`src/hw/sac_pkg.sv`:
```
// Purpose: shared constants and types of the SAR converter control block
// Assumes: pclk at 250 MHz, APB with 32-bit data, one word per register
// Notes:   printed register offsets are word indices; byte address is four times that
package sac_pkg;

  // ------------------------------------------------------------
  // register map
  // ------------------------------------------------------------
  localparam logic [7:0]  IDX_CSR  = 8'h70;
  localparam logic [7:0]  IDX_RH   = 8'h71;
  localparam logic [7:0]  IDX_RL   = 8'h72;
  localparam logic [11:0] ADDR_CSR = {2'b00, IDX_CSR, 2'b00};
  localparam logic [11:0] ADDR_RH  = {2'b00, IDX_RH, 2'b00};
  localparam logic [11:0] ADDR_RL  = {2'b00, IDX_RL, 2'b00};

  // ------------------------------------------------------------
  // field positions and reset values
  // ------------------------------------------------------------
  localparam int          EOC_BIT   = 7;
  localparam int          SPEED_BIT = 6;
  localparam int          ON_BIT    = 5;
  localparam int          CH_LSB    = 0;
  localparam int          CH_W      = 4;
  localparam int          RES_W     = 10;
  localparam logic [3:0]  CH_RST    = 4'h0;
  localparam logic [9:0]  RES_RST   = 10'h000;
  localparam logic [9:0]  SAR_FIRST = 10'h200;
  localparam logic [3:0]  MSB_IDX   = 4'h9;

  // ------------------------------------------------------------
  // timing
  // ------------------------------------------------------------
  localparam int          CLK_PERIOD_PS = 4000;
  localparam int          SETTLE_NS     = 10000;
  localparam int          SETTLE_CYC_I  = (SETTLE_NS * 1000 + CLK_PERIOD_PS - 1) / CLK_PERIOD_PS;
  localparam logic [11:0] SETTLE_CYC    = 12'(SETTLE_CYC_I);
  localparam logic [11:0] SAMPLE_TICKS  = 12'h003;
  localparam logic [1:0]  DIV4_LAST     = 2'h3;
  localparam logic [1:0]  DIV2_LAST     = 2'h1;

  // ------------------------------------------------------------
  // types
  // ------------------------------------------------------------
  typedef enum logic [2:0] {
    ST_IDLE   = 3'b000,
    ST_SETTLE = 3'b001,
    ST_SAMPLE = 3'b010,
    ST_CONV   = 3'b011,
    ST_DONE   = 3'b100
  } sac_state_e;

  typedef struct packed {
    logic            power;
    logic            sample;
    logic [CH_W-1:0] channel;
    logic [RES_W-1:0] code;
  } sac_ana_s;

  typedef struct packed {
    sac_state_e       state;
    logic [CH_W-1:0]  ch;
    logic             speed;
    logic             on;
    logic             eoc;
    logic [RES_W-1:0] res;
    logic [RES_W-1:0] sar;
    logic [3:0]       bit_idx;
    logic [11:0]      cnt;
    logic             settle_pend;
    logic             pready;
    logic             pslverr;
    logic [7:0]       prdata;
    sac_ana_s         ana;
  } sac_state_s;

endpackage

```
`src/hw/sac_adc_ctrl.sv`:
```
// Purpose: control, sequencing and result registers of a 10-bit SAR converter
// Assumes: APB slave on pclk; comparator input is synchronous to pclk
// Notes:   analog mux, DAC and comparator live outside; no interrupt output
//
// What this block does
// - high register D9..D2, low register D1..D0
// - input above reference gives full scale, no flag
// - four-bit channel field selects input 0..15
// - setting on bit starts continuous conversions
// - clearing on bit stops conversion at once
// - completion sets read-only end flag, updates results
// - high read or control write clears flag
// - every completion overwrites both result registers, except one aborted by a channel change in the done cycle
// - channel change aborts, clears flag, restarts
// - speed bit picks pclk/4 or pclk/2
// - wait mode leaves converter running
// - halt disables; settle time after wakeup
//
// Local design decision: register access over APB.
`timescale 1ns/1ps
module sac_adc_ctrl
  import sac_pkg::*;
(
  // clock and reset
  input  wire logic        pclk,
  input  wire logic        presetn,
  // apb slave
  input  wire logic        psel,
  input  wire logic        penable,
  input  wire logic        pwrite,
  input  wire logic [11:0] paddr,
  input  wire logic [31:0] pwdata,
  input  wire logic [3:0]  pstrb,
  output logic [31:0]      prdata,
  output logic             pready,
  output logic             pslverr,
  // power modes
  input  wire logic        wait_mode,
  input  wire logic        halt_mode,
  // analog front end
  input  wire logic        cmp_above,
  output sac_ana_s         ana
);

  // ------------------------------------------------------------
  // state and helpers
  // ------------------------------------------------------------
  sac_state_s st_ff;
  sac_state_s nxt_st;

  logic       tick;
  logic       setup;
  logic       access;
  logic       addr_ok;
  logic [7:0] rd_mux;
  logic [7:0] csr_view;
  logic       wr_csr;
  logic       rd_rh;
  logic       run;
  logic       busy;
  logic       restart;
  logic       ch_change;
  logic       done_evt;

  assign setup    = psel & ~penable;
  assign access   = psel & penable & st_ff.pready;
  // reserved bit 4 always reads zero
  assign csr_view = {st_ff.eoc, st_ff.speed, st_ff.on, 1'b0, st_ff.ch};
  // wait mode intentionally not used: it changes nothing here
  assign run      = st_ff.on & ~halt_mode;
  assign busy     = (st_ff.state == ST_SAMPLE) || (st_ff.state == ST_CONV);

  // ------------------------------------------------------------
  // address decode
  // ------------------------------------------------------------
  always_comb
  begin
    rd_mux  = 8'h00;
    addr_ok = 1'b1;
    if (paddr == ADDR_CSR)
    begin
      rd_mux = csr_view;
    end
    else if (paddr == ADDR_RH)
    begin
      rd_mux = st_ff.res[RES_W-1:2];
    end
    else if (paddr == ADDR_RL)
    begin
      rd_mux = {6'h00, st_ff.res[1:0]};
    end
    else
    begin
      addr_ok = 1'b0;
    end
  end

  // a write with the low strobe clear changes nothing, the flag included
  assign wr_csr    = access & pwrite & ~st_ff.pslverr & (paddr == ADDR_CSR) & pstrb[0];
  assign rd_rh     = access & ~pwrite & (paddr == ADDR_RH);
  assign ch_change = wr_csr && (pwdata[CH_LSB +: CH_W] != st_ff.ch);
  // a completion counts only while the converter is still on and awake
  assign done_evt  = (st_ff.state == ST_DONE) && run;

  // ------------------------------------------------------------
  // next state
  // ------------------------------------------------------------
  always_comb
  begin
    nxt_st         = st_ff;
    nxt_st.pready  = 1'b0;
    nxt_st.pslverr = 1'b0;
    restart        = 1'b0;

    // ------------------------------------------------------------
    // apb: answer is prepared in setup and stands in the access cycle
    // ------------------------------------------------------------
    // read data is taken in setup, so a completion cannot tear it
    if (setup)
    begin
      nxt_st.pready  = 1'b1;
      nxt_st.pslverr = ~addr_ok;
      nxt_st.prdata  = pwrite ? 8'h00 : rd_mux;
    end
    else if (access)
    begin
      nxt_st.prdata = 8'h00;
    end

    // ------------------------------------------------------------
    // halt: converter off, settle time owed at wakeup
    // ------------------------------------------------------------
    // the settle wait is owed after every halt, even with the converter off
    if (halt_mode)
    begin
      nxt_st.settle_pend = 1'b1;
    end

    // ------------------------------------------------------------
    // sequencer
    // ------------------------------------------------------------
    case (st_ff.state)
      ST_IDLE:
      begin
        if (!halt_mode && st_ff.settle_pend)
        begin
          nxt_st.state = ST_SETTLE;
          nxt_st.cnt   = SETTLE_CYC;
        end
        else if (run)
        begin
          nxt_st.state = ST_SAMPLE;
          nxt_st.cnt   = 12'h000;
          restart      = 1'b1;
        end
      end
      ST_SETTLE:
      begin
        if (halt_mode)
        begin
          nxt_st.state = ST_IDLE;
        end
        else if (st_ff.cnt <= 12'h001)
        begin
          nxt_st.state       = ST_IDLE;
          nxt_st.settle_pend = 1'b0;
        end
        else
        begin
          nxt_st.cnt = st_ff.cnt - 12'h001;
        end
      end
      ST_SAMPLE:
      begin
        if (tick)
        begin
          if (st_ff.cnt >= SAMPLE_TICKS - 12'h001)
          begin
            nxt_st.state   = ST_CONV;
            nxt_st.sar     = SAR_FIRST;
            nxt_st.bit_idx = MSB_IDX;
          end
          else
          begin
            nxt_st.cnt = st_ff.cnt + 12'h001;
          end
        end
      end
      ST_CONV:
      begin
        if (tick)
        begin
          // keep the trial bit only while the input stays above the DAC level
          if (!cmp_above)
          begin
            nxt_st.sar[st_ff.bit_idx] = 1'b0;
          end
          // last decision made: the code is handed over from the done state
          if (st_ff.bit_idx == 4'h0)
          begin
            nxt_st.state = ST_DONE;
          end
          else
          begin
            nxt_st.sar[st_ff.bit_idx - 4'h1] = 1'b1;
            nxt_st.bit_idx                   = st_ff.bit_idx - 4'h1;
          end
        end
      end
      ST_DONE:
      begin
        // one spare cycle between conversions lets result and flag update
        nxt_st.state = ST_SAMPLE;
        nxt_st.cnt   = 12'h000;
        restart      = 1'b1;
      end
      default:
      begin
        nxt_st.state = ST_IDLE;
      end
    endcase

    // ------------------------------------------------------------
    // completion: both halves overwritten together
    // ------------------------------------------------------------
    if (done_evt)
    begin
      nxt_st.res = st_ff.sar;
    end

    // ------------------------------------------------------------
    // flag clear by software; a completion in the same cycle wins unless a channel change aborts it in that cycle
    // ------------------------------------------------------------
    if (rd_rh || wr_csr)
    begin
      nxt_st.eoc = 1'b0;
    end
    if (done_evt)
    begin
      nxt_st.eoc = 1'b1;
    end

    // ------------------------------------------------------------
    // control write; the flag bit itself is not writable
    // ------------------------------------------------------------
    if (wr_csr)
    begin
      nxt_st.ch    = pwdata[CH_LSB +: CH_W];
      nxt_st.speed = pwdata[SPEED_BIT];
      nxt_st.on    = pwdata[ON_BIT];
    end

    // ------------------------------------------------------------
    // channel change while running: abort and start over
    // ------------------------------------------------------------
    if (ch_change && pwdata[ON_BIT] && (busy || st_ff.state == ST_DONE))
    begin
      nxt_st.state = ST_SAMPLE;
      nxt_st.cnt   = 12'h000;
      nxt_st.eoc   = 1'b0;
      // an aborted conversion leaves the previous result in place
      nxt_st.res   = st_ff.res;
      restart      = 1'b1;
    end

    // ------------------------------------------------------------
    // off or halted: stop whatever runs
    // ------------------------------------------------------------
    if ((wr_csr && !pwdata[ON_BIT]) || halt_mode)
    begin
      if (st_ff.state != ST_SETTLE)
      begin
        nxt_st.state = ST_IDLE;
      end
    end
    else if (!run && st_ff.state != ST_SETTLE)
    begin
      nxt_st.state = ST_IDLE;
    end

    // ------------------------------------------------------------
    // analog front end, registered
    // ------------------------------------------------------------
    nxt_st.ana.power   = nxt_st.on & ~halt_mode;
    nxt_st.ana.sample  = (nxt_st.state == ST_SAMPLE);
    nxt_st.ana.channel = nxt_st.ch;
    nxt_st.ana.code    = nxt_st.sar;
  end

  // ------------------------------------------------------------
  // registers
  // ------------------------------------------------------------
  always_ff @(posedge pclk or negedge presetn)
  begin
    if (!presetn)
    begin
      st_ff.state       <= ST_IDLE;
      st_ff.ch          <= CH_RST;
      st_ff.speed       <= 1'b0;
      st_ff.on          <= 1'b0;
      st_ff.eoc         <= 1'b0;
      st_ff.res         <= RES_RST;
      st_ff.sar         <= RES_RST;
      st_ff.bit_idx     <= 4'h0;
      st_ff.cnt         <= 12'h000;
      st_ff.settle_pend <= 1'b0;
      st_ff.pready      <= 1'b0;
      st_ff.pslverr     <= 1'b0;
      st_ff.prdata      <= 8'h00;
      st_ff.ana         <= '0;
    end
    else
    begin
      st_ff <= nxt_st;
    end
  end

  // ------------------------------------------------------------
  // converter clock
  // ------------------------------------------------------------
  // divider runs only while busy, so each conversion starts on a fresh phase
  sac_clk_div u_div (
    .pclk    (pclk),
    .presetn (presetn),
    .run     (busy),
    .clr     (restart),
    .div2    (st_ff.speed),
    .tick    (tick)
  );

  // ------------------------------------------------------------
  // outputs
  // ------------------------------------------------------------
  assign prdata  = {24'h000000, st_ff.prdata};
  assign pready  = st_ff.pready;
  assign pslverr = st_ff.pslverr;
  assign ana     = st_ff.ana;

endmodule // sac_adc_ctrl

```
`src/hw/sac_clk_div.sv`:
```
// Purpose: converter clock enable, pclk divided by four or by two
// Assumes: clr restarts the phase so a fresh conversion gets a full first period
// Notes:   tick is a one-cycle pulse from a flip-flop
`timescale 1ns/1ps
module sac_clk_div
  import sac_pkg::*;
(
  // clock and reset
  input  wire logic pclk,
  input  wire logic presetn,
  // control
  input  wire logic run,
  input  wire logic clr,
  input  wire logic div2,
  // enable out
  output logic      tick
);

  logic [1:0] cnt_ff;
  logic [1:0] last;

  assign last = div2 ? DIV2_LAST : DIV4_LAST;

  always_ff @(posedge pclk or negedge presetn)
  begin
    if (!presetn)
    begin
      cnt_ff <= 2'h0;
      tick   <= 1'b0;
    end
    else if (!run || clr)
    begin
      cnt_ff <= 2'h0;
      tick   <= 1'b0;
    end
    else
    begin
      tick   <= (cnt_ff == last);
      cnt_ff <= (cnt_ff >= last) ? 2'h0 : cnt_ff + 2'h1;
    end
  end

endmodule // sac_clk_div

```
`config.mk`:
```
export PLATFORM = sky130hd
export DESIGN_NAME = sac_adc_ctrl
export DESIGN_NICKNAME = d
export VERILOG_FILES = /design/src/hw/sac_pkg.sv /design/src/hw/sac_adc_ctrl.sv /design/src/hw/sac_clk_div.sv
export SDC_FILE = /design/constraint.sdc
export NUM_CORES = 1
export LEC_CHECK = 0
export ABC_AREA = 1
export CAP_MARGIN = 5
export CORE_MARGIN = 5
export CORE_UTILIZATION = 65
export CTS_CLUSTER_DIAMETER = 50
export CTS_CLUSTER_SIZE = 16
export DETAILED_ROUTE_END_ITERATION = 7
export DONT_BUFFER_PORTS = 1
export HOLD_SLACK_MARGIN = 0.12
export PLACE_DENSITY = 0.81
export SYNTH_ARGS = -nofsm -noshare
export SYNTH_HDL_FRONTEND = slang
export SYNTH_HIERARCHICAL = 1
export SYNTH_SLANG_ARGS = --single-unit
```
`constraint.sdc`:
```
create_clock -name pclk -period 5.26 [get_ports pclk]
set_input_delay 1.052 -clock pclk [delete_from_list [all_inputs] [get_ports pclk]]
set_output_delay 1.052 -clock pclk [all_outputs]
set_load 0.01 [all_outputs]
```
=== Word-level counts from Yosys, hierarchy flattened ===
Cells that the tools add are included.

* Add/sub/neg operators: 4
* Magnitude comparators: 7
* Equal/unequal tests: 20
* Muxes and demuxes: 58
* Bitwise operators: 20
* Reduce and logical (&&, ||, !) cells: 28

{| class="wikitable"
|+ Operators by type and width
! kind !! number
|-
| $mux W12 || 5
|-
| $pmux W12 S4 || 1
|-
| $mux W14 || 3
|-
| $mux W10 || 4
|-
| $mux W8 || 5
|-
| $eq A12 B9 Y1 const B || 3
|-
| $mux W3 || 12
|-
| $pmux W14 S2 || 1
|-
| $mux W26 || 1
|-
| $mux W1 || 15
|-
| $pmux W3 S5 || 1
|-
| $mux W13 || 1
|-
| $add A12 B1 Y12 const B || 1
|-
| $ge A12 B2 Y1 const B || 1
|-
| $le A12 B1 Y1 const B || 1
|-
| $sub A12 B1 Y12 const B || 1
|-
| $and A1 B1 Y1 || 11
|-
| $mux W11 || 1
|-
| $and A10 B10 Y10 || 1
|-
| $lt A4 B5 Y1 const B || 2
|-
| $mux W2 || 5
|-
| $not A10 Y10 || 1
|-
| $or A10 B10 Y10 || 1
|-
| $eq A3 B2 Y1 const B || 3
|-
| 29 further kinds || 56
|}

* Register bits after elaboration: 62
* Input port bits: 56
* Output and inout port bits: 50

=== Depth between registers and ports, before layout ===
Gate-level depths: netlist of the first run.

* Depth in word-level cells: 13
* Mapped depth: 12
* Gate-level depth less buffers: 11

=== Cells and area by module ===
Netlist of the first run, hierarchy kept.

{| class="wikitable"
|+ By module, submodules not included
! module !! instances !! cells each !! area an instance (sq um) !! sequential area each (sq um)
|-
| sac_adc_ctrl || 1 || 579 || 4043.9 || 1476.4
|-
| sac_clk_div || 1 || 18 || 147.6 || 75.1
|}

=== Worst setup path before layout of the first run ===
Ideal clock, no wire load.

* Path kind: in2reg
* From: input paddr[1]
* To: register st_ff[34] (netlist bit)
* Library setup time: 119 ps
* Data arrival time: 2126 ps
* Path slack: 3016 ps
* Cell stages on the path: 11
* Path buffers: 1
* Cells stage by stage: nor2_1 > nand2_1 > nor2_1 > nand3_2 > inv_2 > nand2_2 > nand2_2 > nand2_2 > buf_6 > nand2_1 > nand2_1

* Longest elaborated chain between the ends: 8
* Elaborated cells on any way between the ends: 14
* Classes of those cells: 6 x eq/ne; 1 x mux; 2 x bitwise; 5 x reduce/logical

{| class="wikitable"
|+ RTL lines
! element !! line !! RTL
|-
| from (decl) || sac_adc_ctrl.sv:31 || <nowiki>input wire logic [11:0] paddr,</nowiki>
|-
| $eq A12 B9 Y1 (*) || sac_adc_ctrl.sv:99 || <nowiki>assign wr_csr = access & pwrite & ~st_ff.pslverr & (paddr == ADDR_CSR) & pstrb[0];</nowiki>
|-
| $and A1 B1 Y1 (*) (2 in a row) || sac_adc_ctrl.sv:99 ||
|-
| $logic_and A1 B1 Y1 (*) || sac_adc_ctrl.sv:101 || <nowiki>assign ch_change = wr_csr && (pwdata[CH_LSB +: CH_W] != st_ff.ch);</nowiki>
|-
| $logic_and A1 B1 Y1 (*) (2 in a row) || sac_adc_ctrl.sv:256 || <nowiki>if (ch_change && pwdata[ON_BIT] && (busy || st_ff.state == ST_DONE))</nowiki>
|-
| $ne A4 B4 Y1 (no source line) (tied with other cells) || - ||
|-
| $reduce_and A6 Y1 (no source line) || - ||
|-
| to (signal assigned) || sac_adc_ctrl.sv:314 || <nowiki>st_ff <= nxt_st;</nowiki>
|-
| to (decl) || sac_adc_ctrl.sv:48 || <nowiki>sac_state_s st_ff;</nowiki>
|}

Mark *: on every way between the ends. The rest lies on a longest branch, timed or not.
A chain may end at the register's enable or synchronous reset.

=== Worst setup path after layout of the first run ===
* From: input paddr[11]
* To: register st_ff[38] (netlist bit)

The elaborated chain is that of the path after synthesis.

==> results of run 1 <==
cell usage after synthesis, types with 2 or more instances:
| library cell | count | area, um^2 |
|---|---|---|
| a21oi_1 | 5 | 25.0 |
| a21oi_2 | 2 | 17.5 |
| buf_2 | 7 | 35.0 |
| buf_4 | 49 | 368 |
| clkbuf_1 | 3 | 11.3 |
| dfrtp_1 | 62 | 1550 |
| ha_1 | 5 | 62.6 |
| inv_1 | 72 | 270 |
| inv_2 | 5 | 18.8 |
| nand2_1 | 158 | 593 |
| nand2_2 | 4 | 25.0 |
| nand3_1 | 46 | 230 |
| nand3_2 | 2 | 20.0 |
| nand3b_1 | 3 | 22.5 |
| nand4_1 | 20 | 125 |
| nor2_1 | 65 | 244 |
| nor2_2 | 6 | 37.5 |
| nor2_4 | 3 | 33.8 |
| nor3_1 | 6 | 30.0 |
| nor3_2 | 2 | 20.0 |
| o21ai_0 | 29 | 145 |
| o21ai_1 | 12 | 60.1 |
| o22ai_1 | 9 | 56.3 |
| o311ai_0 | 2 | 17.5 |
flip-flops by register name, summed over array words and instances, names as in the netlist:
register	cells
ana	16
csr_view	3
prdata	8
pready	1
pslverr	1
st_ff	30
u_div/cnt_ff	2
u_div/tick	1
kinds of logic after synthesis:
logic type      share of synthesized area
simple gates                        0.344
buf+inv                             0.170
compound gates                     0.0955
flops                               0.370
fa+ha+maj                          0.0149
xor+xnor                          0.00418
other cells                      0.000895
where the power goes:
part / total (W) / leakage (nW) / switching (W) / internal [W]
clock: 0.000490 / 0.110 / 0.000207 / 0.000283
sequential: 0.000488 / 0.798 / 0.00000777 / 0.000481
combinational: 0.0000576 / 1.27 / 0.0000422 / 0.0000154
total: 0.00104 / 2.18 / 0.000257 / 0.000779
area by class of cell:
class | instances | area share
clock inverters | 6 | 0.0222
inverters | 77 | 0.0692
multi-input cells | 421 | 0.481
well taps | 77 | 0.0231
flip-flops and latches | 62 | 0.371
clock buffers | 10 | 0.0329
metrics by stage:
step | cell area (um^2) | hold WS (ns) | total power [W]
after floorplan | 4280 | 0.447 | 0.000557
after global placement | 3950 | 0.459 | 0.000550
after detailed placement | 3950 | 0.471 | 0.000553
after CTS | 4180 | 0.381 | 0.00104
after global routing | 4180 | 0.377 | 0.00107
final | 4180 | 0.391 | 0.00104
path summary, 6_finish.rpt:
check                                startpoint               to  slack, ns  cells past startpoint
worst min-delay path                    presetn          ana[12]       0.39                      0
worst min register to register  u_div/cnt_ff[0]  u_div/cnt_ff[0]       0.48                      1
worst max register to register        st_ff[27]        st_ff[38]       3.10                     11
min in group pclk               u_div/cnt_ff[0]  u_div/cnt_ff[0]       0.48                      1
worst max-delay path                  paddr[11]        st_ff[38]       2.54                     10
max in group asynchronous               presetn        st_ff[29]       4.76                      0
routing by layer:
metal,track usage,vias to the layer above
li1,-,1806
met1,0.331,1710
met2,0.366,187
met3,0.0617,20
met4,0.0806,0
met5,0,-
==> flow_summary.json, run 1 <==
{
  "status": "finished, final reports clean",
  "yosysSeqAreaShare": 0.370,
  "htreeDepth": 3,
  "multi_input_area_um2": 2010,
  "max_clock_freq_ghz": 0.368,
  "routed_wl_um": 9590,
  "dieArea_um2": 8150,
  "maxSlewViolCount": 0,
  "drive_above_1_share": 0.0781,
  "hp-class": "primary input to asynchronous set/reset pin",
  "dp_worst_setup_slack_ns": 2.18,
  "dp_cells": 637,
  "worstPathArrival_ns": 2.96,
  "crit_path_end_kind": "flop",
  "wl_per_cell_um": 14.7,
  "synthCells": 597,
  "n_antenna_cell": 0,
  "postSynthRegisterBits": 62,
  "cp_common_cell": "nand2_2",
  "vias_per_cell": 5.70,
  "crit_required_ns": 5.50,
  "p_leak_nw": 2.18,
  "powerDensity_nw_per_um2": 248,
  "async_flop_share": 1.00,
  "die_w_um": 90.3,
  "synth_edf_count": 0,
  "final_cells": 653,
  "worst_slew_pin_slew_ns": 0.605,
  "grt_pass1_wl_um": 16300,
  "path_clk_slew_ns": 0.08,
  "final_cell_mix": "nand2_1 (158), inv_1 (72), nor2_1 (65), dfrtp_1 (62), nand3_1 (46)",
  "ctsResizeCount": 0,
  "seqCellArea_um2": 1550,
  "antenna_found_initial": 0,
  "cts.sinks": 62,
  "cts.path.max_buffers": 2,
  "grt_use_total": 0.239,
  "top_layer": "met4",
  "slew-limit-headroom": 0.595,
  "wl_met2_um": 4390,
  "setup_slack_ns": 2.54,
  "cts_tree": "yes",
  "final-setup-viol-count": 0,
  "ys.flop_type": "dfrtp_1",
  "finalClockSkew_ns": 0.0102,
  "post-route-util": 0.662,
  "crit_family": "simple AND/OR/NAND/NOR gates",
  "grt.overflow.total": 0,
  "drc": 0,
  "fin_nets": 632,
  "fin_crit_ns": 2.72,
  "yosysWarnings": 6,
  "yosys.cell_types.count": 44,
  "min_period_over_period": 0.517,
  "insertion_delay_ns": 0.35,
  "antenna_left": 0,
  "crit_path_max_incr_delay_ns": 0.41,
  "drtIter0Drc": 342,
  "pin_count": 106,
  "path_cells": "nor2_1 > nand3_1 > nor2_2 > nand3_2 > inv_2 > nand2_2 > nand2_2 > nand2_2 > nand2_1 > nand2_1",
  "critPathBufInv": 1,
  "gp_congestion": 0.976,
  "path_max_fanout": 13,
  "first_pass_iters": 5,
  "mappedNetlistArea_um2": 4190,
  "portBuffers": 0,
  "vias": 3723,
  "slowest_stage": "nor2_2",
  "core-area_um2": 6310,
  "dieHeight_um": 90.3,
  "cts_buffers": 9,
  "initial_core_util": 0.664,
  "maxCapViolations": 0,
  "wl_met3_um": 893,
  "syn_to_final_growth_pct": -0.298,
  "fillers": 531,
  "grt_max_degree": 63,
  "tns_ns": 0,
  "clockRootBuffer": "clkbuf_8",
  "row_count": 29,
  "rsz0062_at_grt": "no",
  "cp-start-kind": "primary input",
  "postCtsHoldBufs": 0,
  "postCtsSetupRepairBufs": 0,
  "grt_pass1_vias": 3418,
  "ir_worst_vdd_mv": 0.157,
  "worst-setup-path-type": "primary input to flop",
  "layout_commonest_cell": "nand2_1",
  "dp_hpwl_um": 6870,
  "wl_met1_um": 4130,
  "timing.final.hold_violations": 0,
  "syn_avg_cell_area_um2": 7.02
}
Power figures use the tool's default switching activity.
==> run 2, diff against run 1 <==
--- a/config.mk
+++ b/config.mk
@@ -8,13 +8,13 @@
 export ABC_AREA = 1
 export CAP_MARGIN = 5
 export CORE_MARGIN = 5
-export CORE_UTILIZATION = 65
+export CORE_UTILIZATION = 58
 export CTS_CLUSTER_DIAMETER = 50
 export CTS_CLUSTER_SIZE = 16
 export DETAILED_ROUTE_END_ITERATION = 7
 export DONT_BUFFER_PORTS = 1
 export HOLD_SLACK_MARGIN = 0.12
-export PLACE_DENSITY = 0.81
+export PLACE_DENSITY = 0.76
 export SYNTH_ARGS = -nofsm -noshare
 export SYNTH_HDL_FRONTEND = slang
 export SYNTH_HIERARCHICAL = 1
==> constraint.sdc (replaced) <==
create_clock -name pclk -period 2.2 [get_ports pclk]
set_input_delay 0.44 -clock pclk [delete_from_list [all_inputs] [get_ports pclk]]
set_output_delay 0.44 -clock pclk [all_outputs]
set_load 0.01 [all_outputs]
==> run 2 against run 1 <==
  * Sequential share of layout area shrank 0.54 points
  * Die area grew 11%
  * Cell area grew 1.5%
  * Clock skew shrank 0.00089 ns
  * Non-clock buffer count grew 7
  * Cell count grew 4.3%
  * Power grew 130%
  * Critical endpoint is now st_ff[29]
  * Highest routed layer unchanged
==> flow_summary.json, run 2 (synthesized netlist as in run 1, its figures left out) <==
{
  "antenna_left": 0,
  "max_clock_freq_ghz": 0.512,
  "hp-class": "primary input to flop",
  "fin_crit_ns": 1.95,
  "postCtsHoldBufs": 2,
  "final-setup-viol-count": 0,
  "grt_pass1_vias": 3354,
  "pin_count": 106,
  "insertion_delay_ns": 0.35,
  "largest_reg_flops": 30,
  "path_cells": "inv_1 > ha_1 > or2_2 > nor2_2 > nand2_1 > nand2_1 > nand3_2 > nand2_2 > buf_4 > nand4_1 > nand2_1",
  "syn_to_final_growth_pct": 1.16,
  "worst-setup-path-type": "flop to flop",
  "slowest_stage": "dfrtp_1",
  "cp_common_cell": "nand2_1",
  "gp_congestion": 0.942,
  "drtIter0Drc": 317,
  "core-area_um2": 7140,
  "p_clk_frac": 0.429,
  "ctsResizeCount": 0,
  "p_seq_frac": 0.500,
  "grt.overflow.total": 0,
  "dieHeight_um": 95.0,
  "drive_above_1_share": 0.0842,
  "initial_core_util": 0.587,
  "path_clk_slew_ns": 0.07,
  "design_area_um2": 4240,
  "first_pass_iters": 5,
  "final_cell_mix": "nand2_1 (158), inv_1 (72), nor2_1 (65), dfrtp_1 (62), nand3_1 (46)",
  "finalClockSkew_ns": 0.00930,
  "cts_tree": "yes",
  "die_w_um": 95.0,
  "p_total_w": 0.00234,
  "pwr-share-comb": 0.071,
  "cts.sinks": 62,
  "antenna_found_initial": 0,
  "portBuffers": 0,
  "cp-start-kind": "flop",
  "switching_power_w": 0.000598,
  "fillers": 656,
  "path_max_fanout": 12,
  "postCtsSetupRepairBufs": 0,
  "maxCapViolations": 0,
  "cts.path.max_buffers": 2,
  "slew-limit-headroom": 0.660,
  "grt_pass1_wl_um": 15800,
  "tns_ns": 0,
  "internal_power_w": 0.00174,
  "dpl_cell_area_um2": 4010,
  "grt_max_degree": 63,
  "crit_path_max_incr_delay_ns": 0.45,
  "row_count": 31,
  "crit_required_ns": 2.48,
  "cts_buffers": 9,
  "layout_commonest_cell": "nand2_1",
  "vias": 3727,
  "clockRootBuffer": "clkbuf_8",
  "ir_worst_vdd_mv": 0.341,
  "post-route-util": 0.594,
  "wl_per_cell_um": 14.2,
  "worstPathArrival_ns": 2.23,
  "p_leak_nw": 2.20,
  "n_antenna_cell": 0,
  "grt_use_total": 0.224,
  "final_cells": 681,
  "dp_hpwl_um": 6880,
  "drc": 0,
  "rsz0062_at_grt": "no",
  "fin_nets": 639,
  "crit_path_end_kind": "flop",
  "htreeDepth": 3,
  "worst_slew_pin_slew_ns": 0.509,
  "crit_family": "simple AND/OR/NAND/NOR gates",
  "vias_per_cell": 5.47,
  "dieArea_um2": 9030,
  "dp_cells": 664,
  "timing.final.hold_violations": 0,
  "powerDensity_nw_per_um2": 551,
  "critPathBufInv": 2,
  "top_register": "st_ff",
  "swShare": 0.256,
  "min_period_over_period": 0.888,
  "routed_wl_um": 9650,
  "maxSlewViolCount": 0,
  "top_regs": "st_ff (30), ana (16), prdata (8)",
  "status": "finished, final reports clean"
}
==> run 2: path summary, 6_finish.rpt <==
path | from | to | slack [ns] | cells past startpoint
worst max-delay path | st_ff[27] | st_ff[29] | 0.25 | 11
worst min-delay path | penable | pready | 0.16 | 1
worst max register to register | st_ff[27] | st_ff[29] | 0.25 | 11
worst min register to register | u_div/cnt_ff[0] | u_div/cnt_ff[0] | 0.49 | 1
max in group asynchronous | presetn | ana[7] | 1.27 | 2
min in group asynchronous | presetn | st_ff[35] | 0.67 | 2
==> run 2: worst reg2reg max path, stage by stage (launching register included) <==
cell and delay [ns]:
dfrtp_1 0.45, inv_1 0.12, ha_1 0.20, or2_2 0.28, nor2_2 0.11, nand2_1 0.08, nand2_1 0.08, nand3_2 0.08
nand2_2 0.08, buf_4 0.20, nand4_1 0.13, nand2_1 0.10
==> run 2: metrics by stage <==
| step | setup WS [ns] | hold slack (ns) |
|---|---|---|
| after global routing | 0.142 | 0.160 |
| after detailed placement | 0.300 | 0.146 |
| final | 0.247 | 0.158 |
| after global placement | 0.328 | 0.146 |
| after floorplan | 0.468 | 0.144 |
| after CTS | 0.278 | 0.153 |
==> run 2: layer usage <==
metal / vias to the layer above / part of all wire / global-route usage
met3: 20 / 0.088 / 0.0458
met4: 0 / 0.019 / 0.0925
li1: 1808 / - / -
met1: 1733 / 0.44 / 0.295
met5: - / 0 / 0
met2: 166 / 0.45 / 0.362
==> run 2: power groups by stage <==
stage	sequential [W]	clock, W	combinational, W
after floorplan	0.00118	0	0.000152
after global placement	0.00119	0	0.000128
after detailed placement	0.00119	0	0.000133
after CTS	0.00117	0.00101	0.000166
after global routing	0.00117	0.00106	0.000192
final	0.00117	0.00100	0.000166
==> run 2: area by class of cell <==
class,count,area (um^2),area share
Sequential cell,62,1550,0.366
Clock inverter,4,47.5,0.0112
Multi-Input combinational cell,421,2010,0.474
Tap cell,99,124,0.0292
Clock buffer,11,141,0.0333
Timing Repair Buffer,7,75.1,0.0177
Inverter,77,289,0.0682
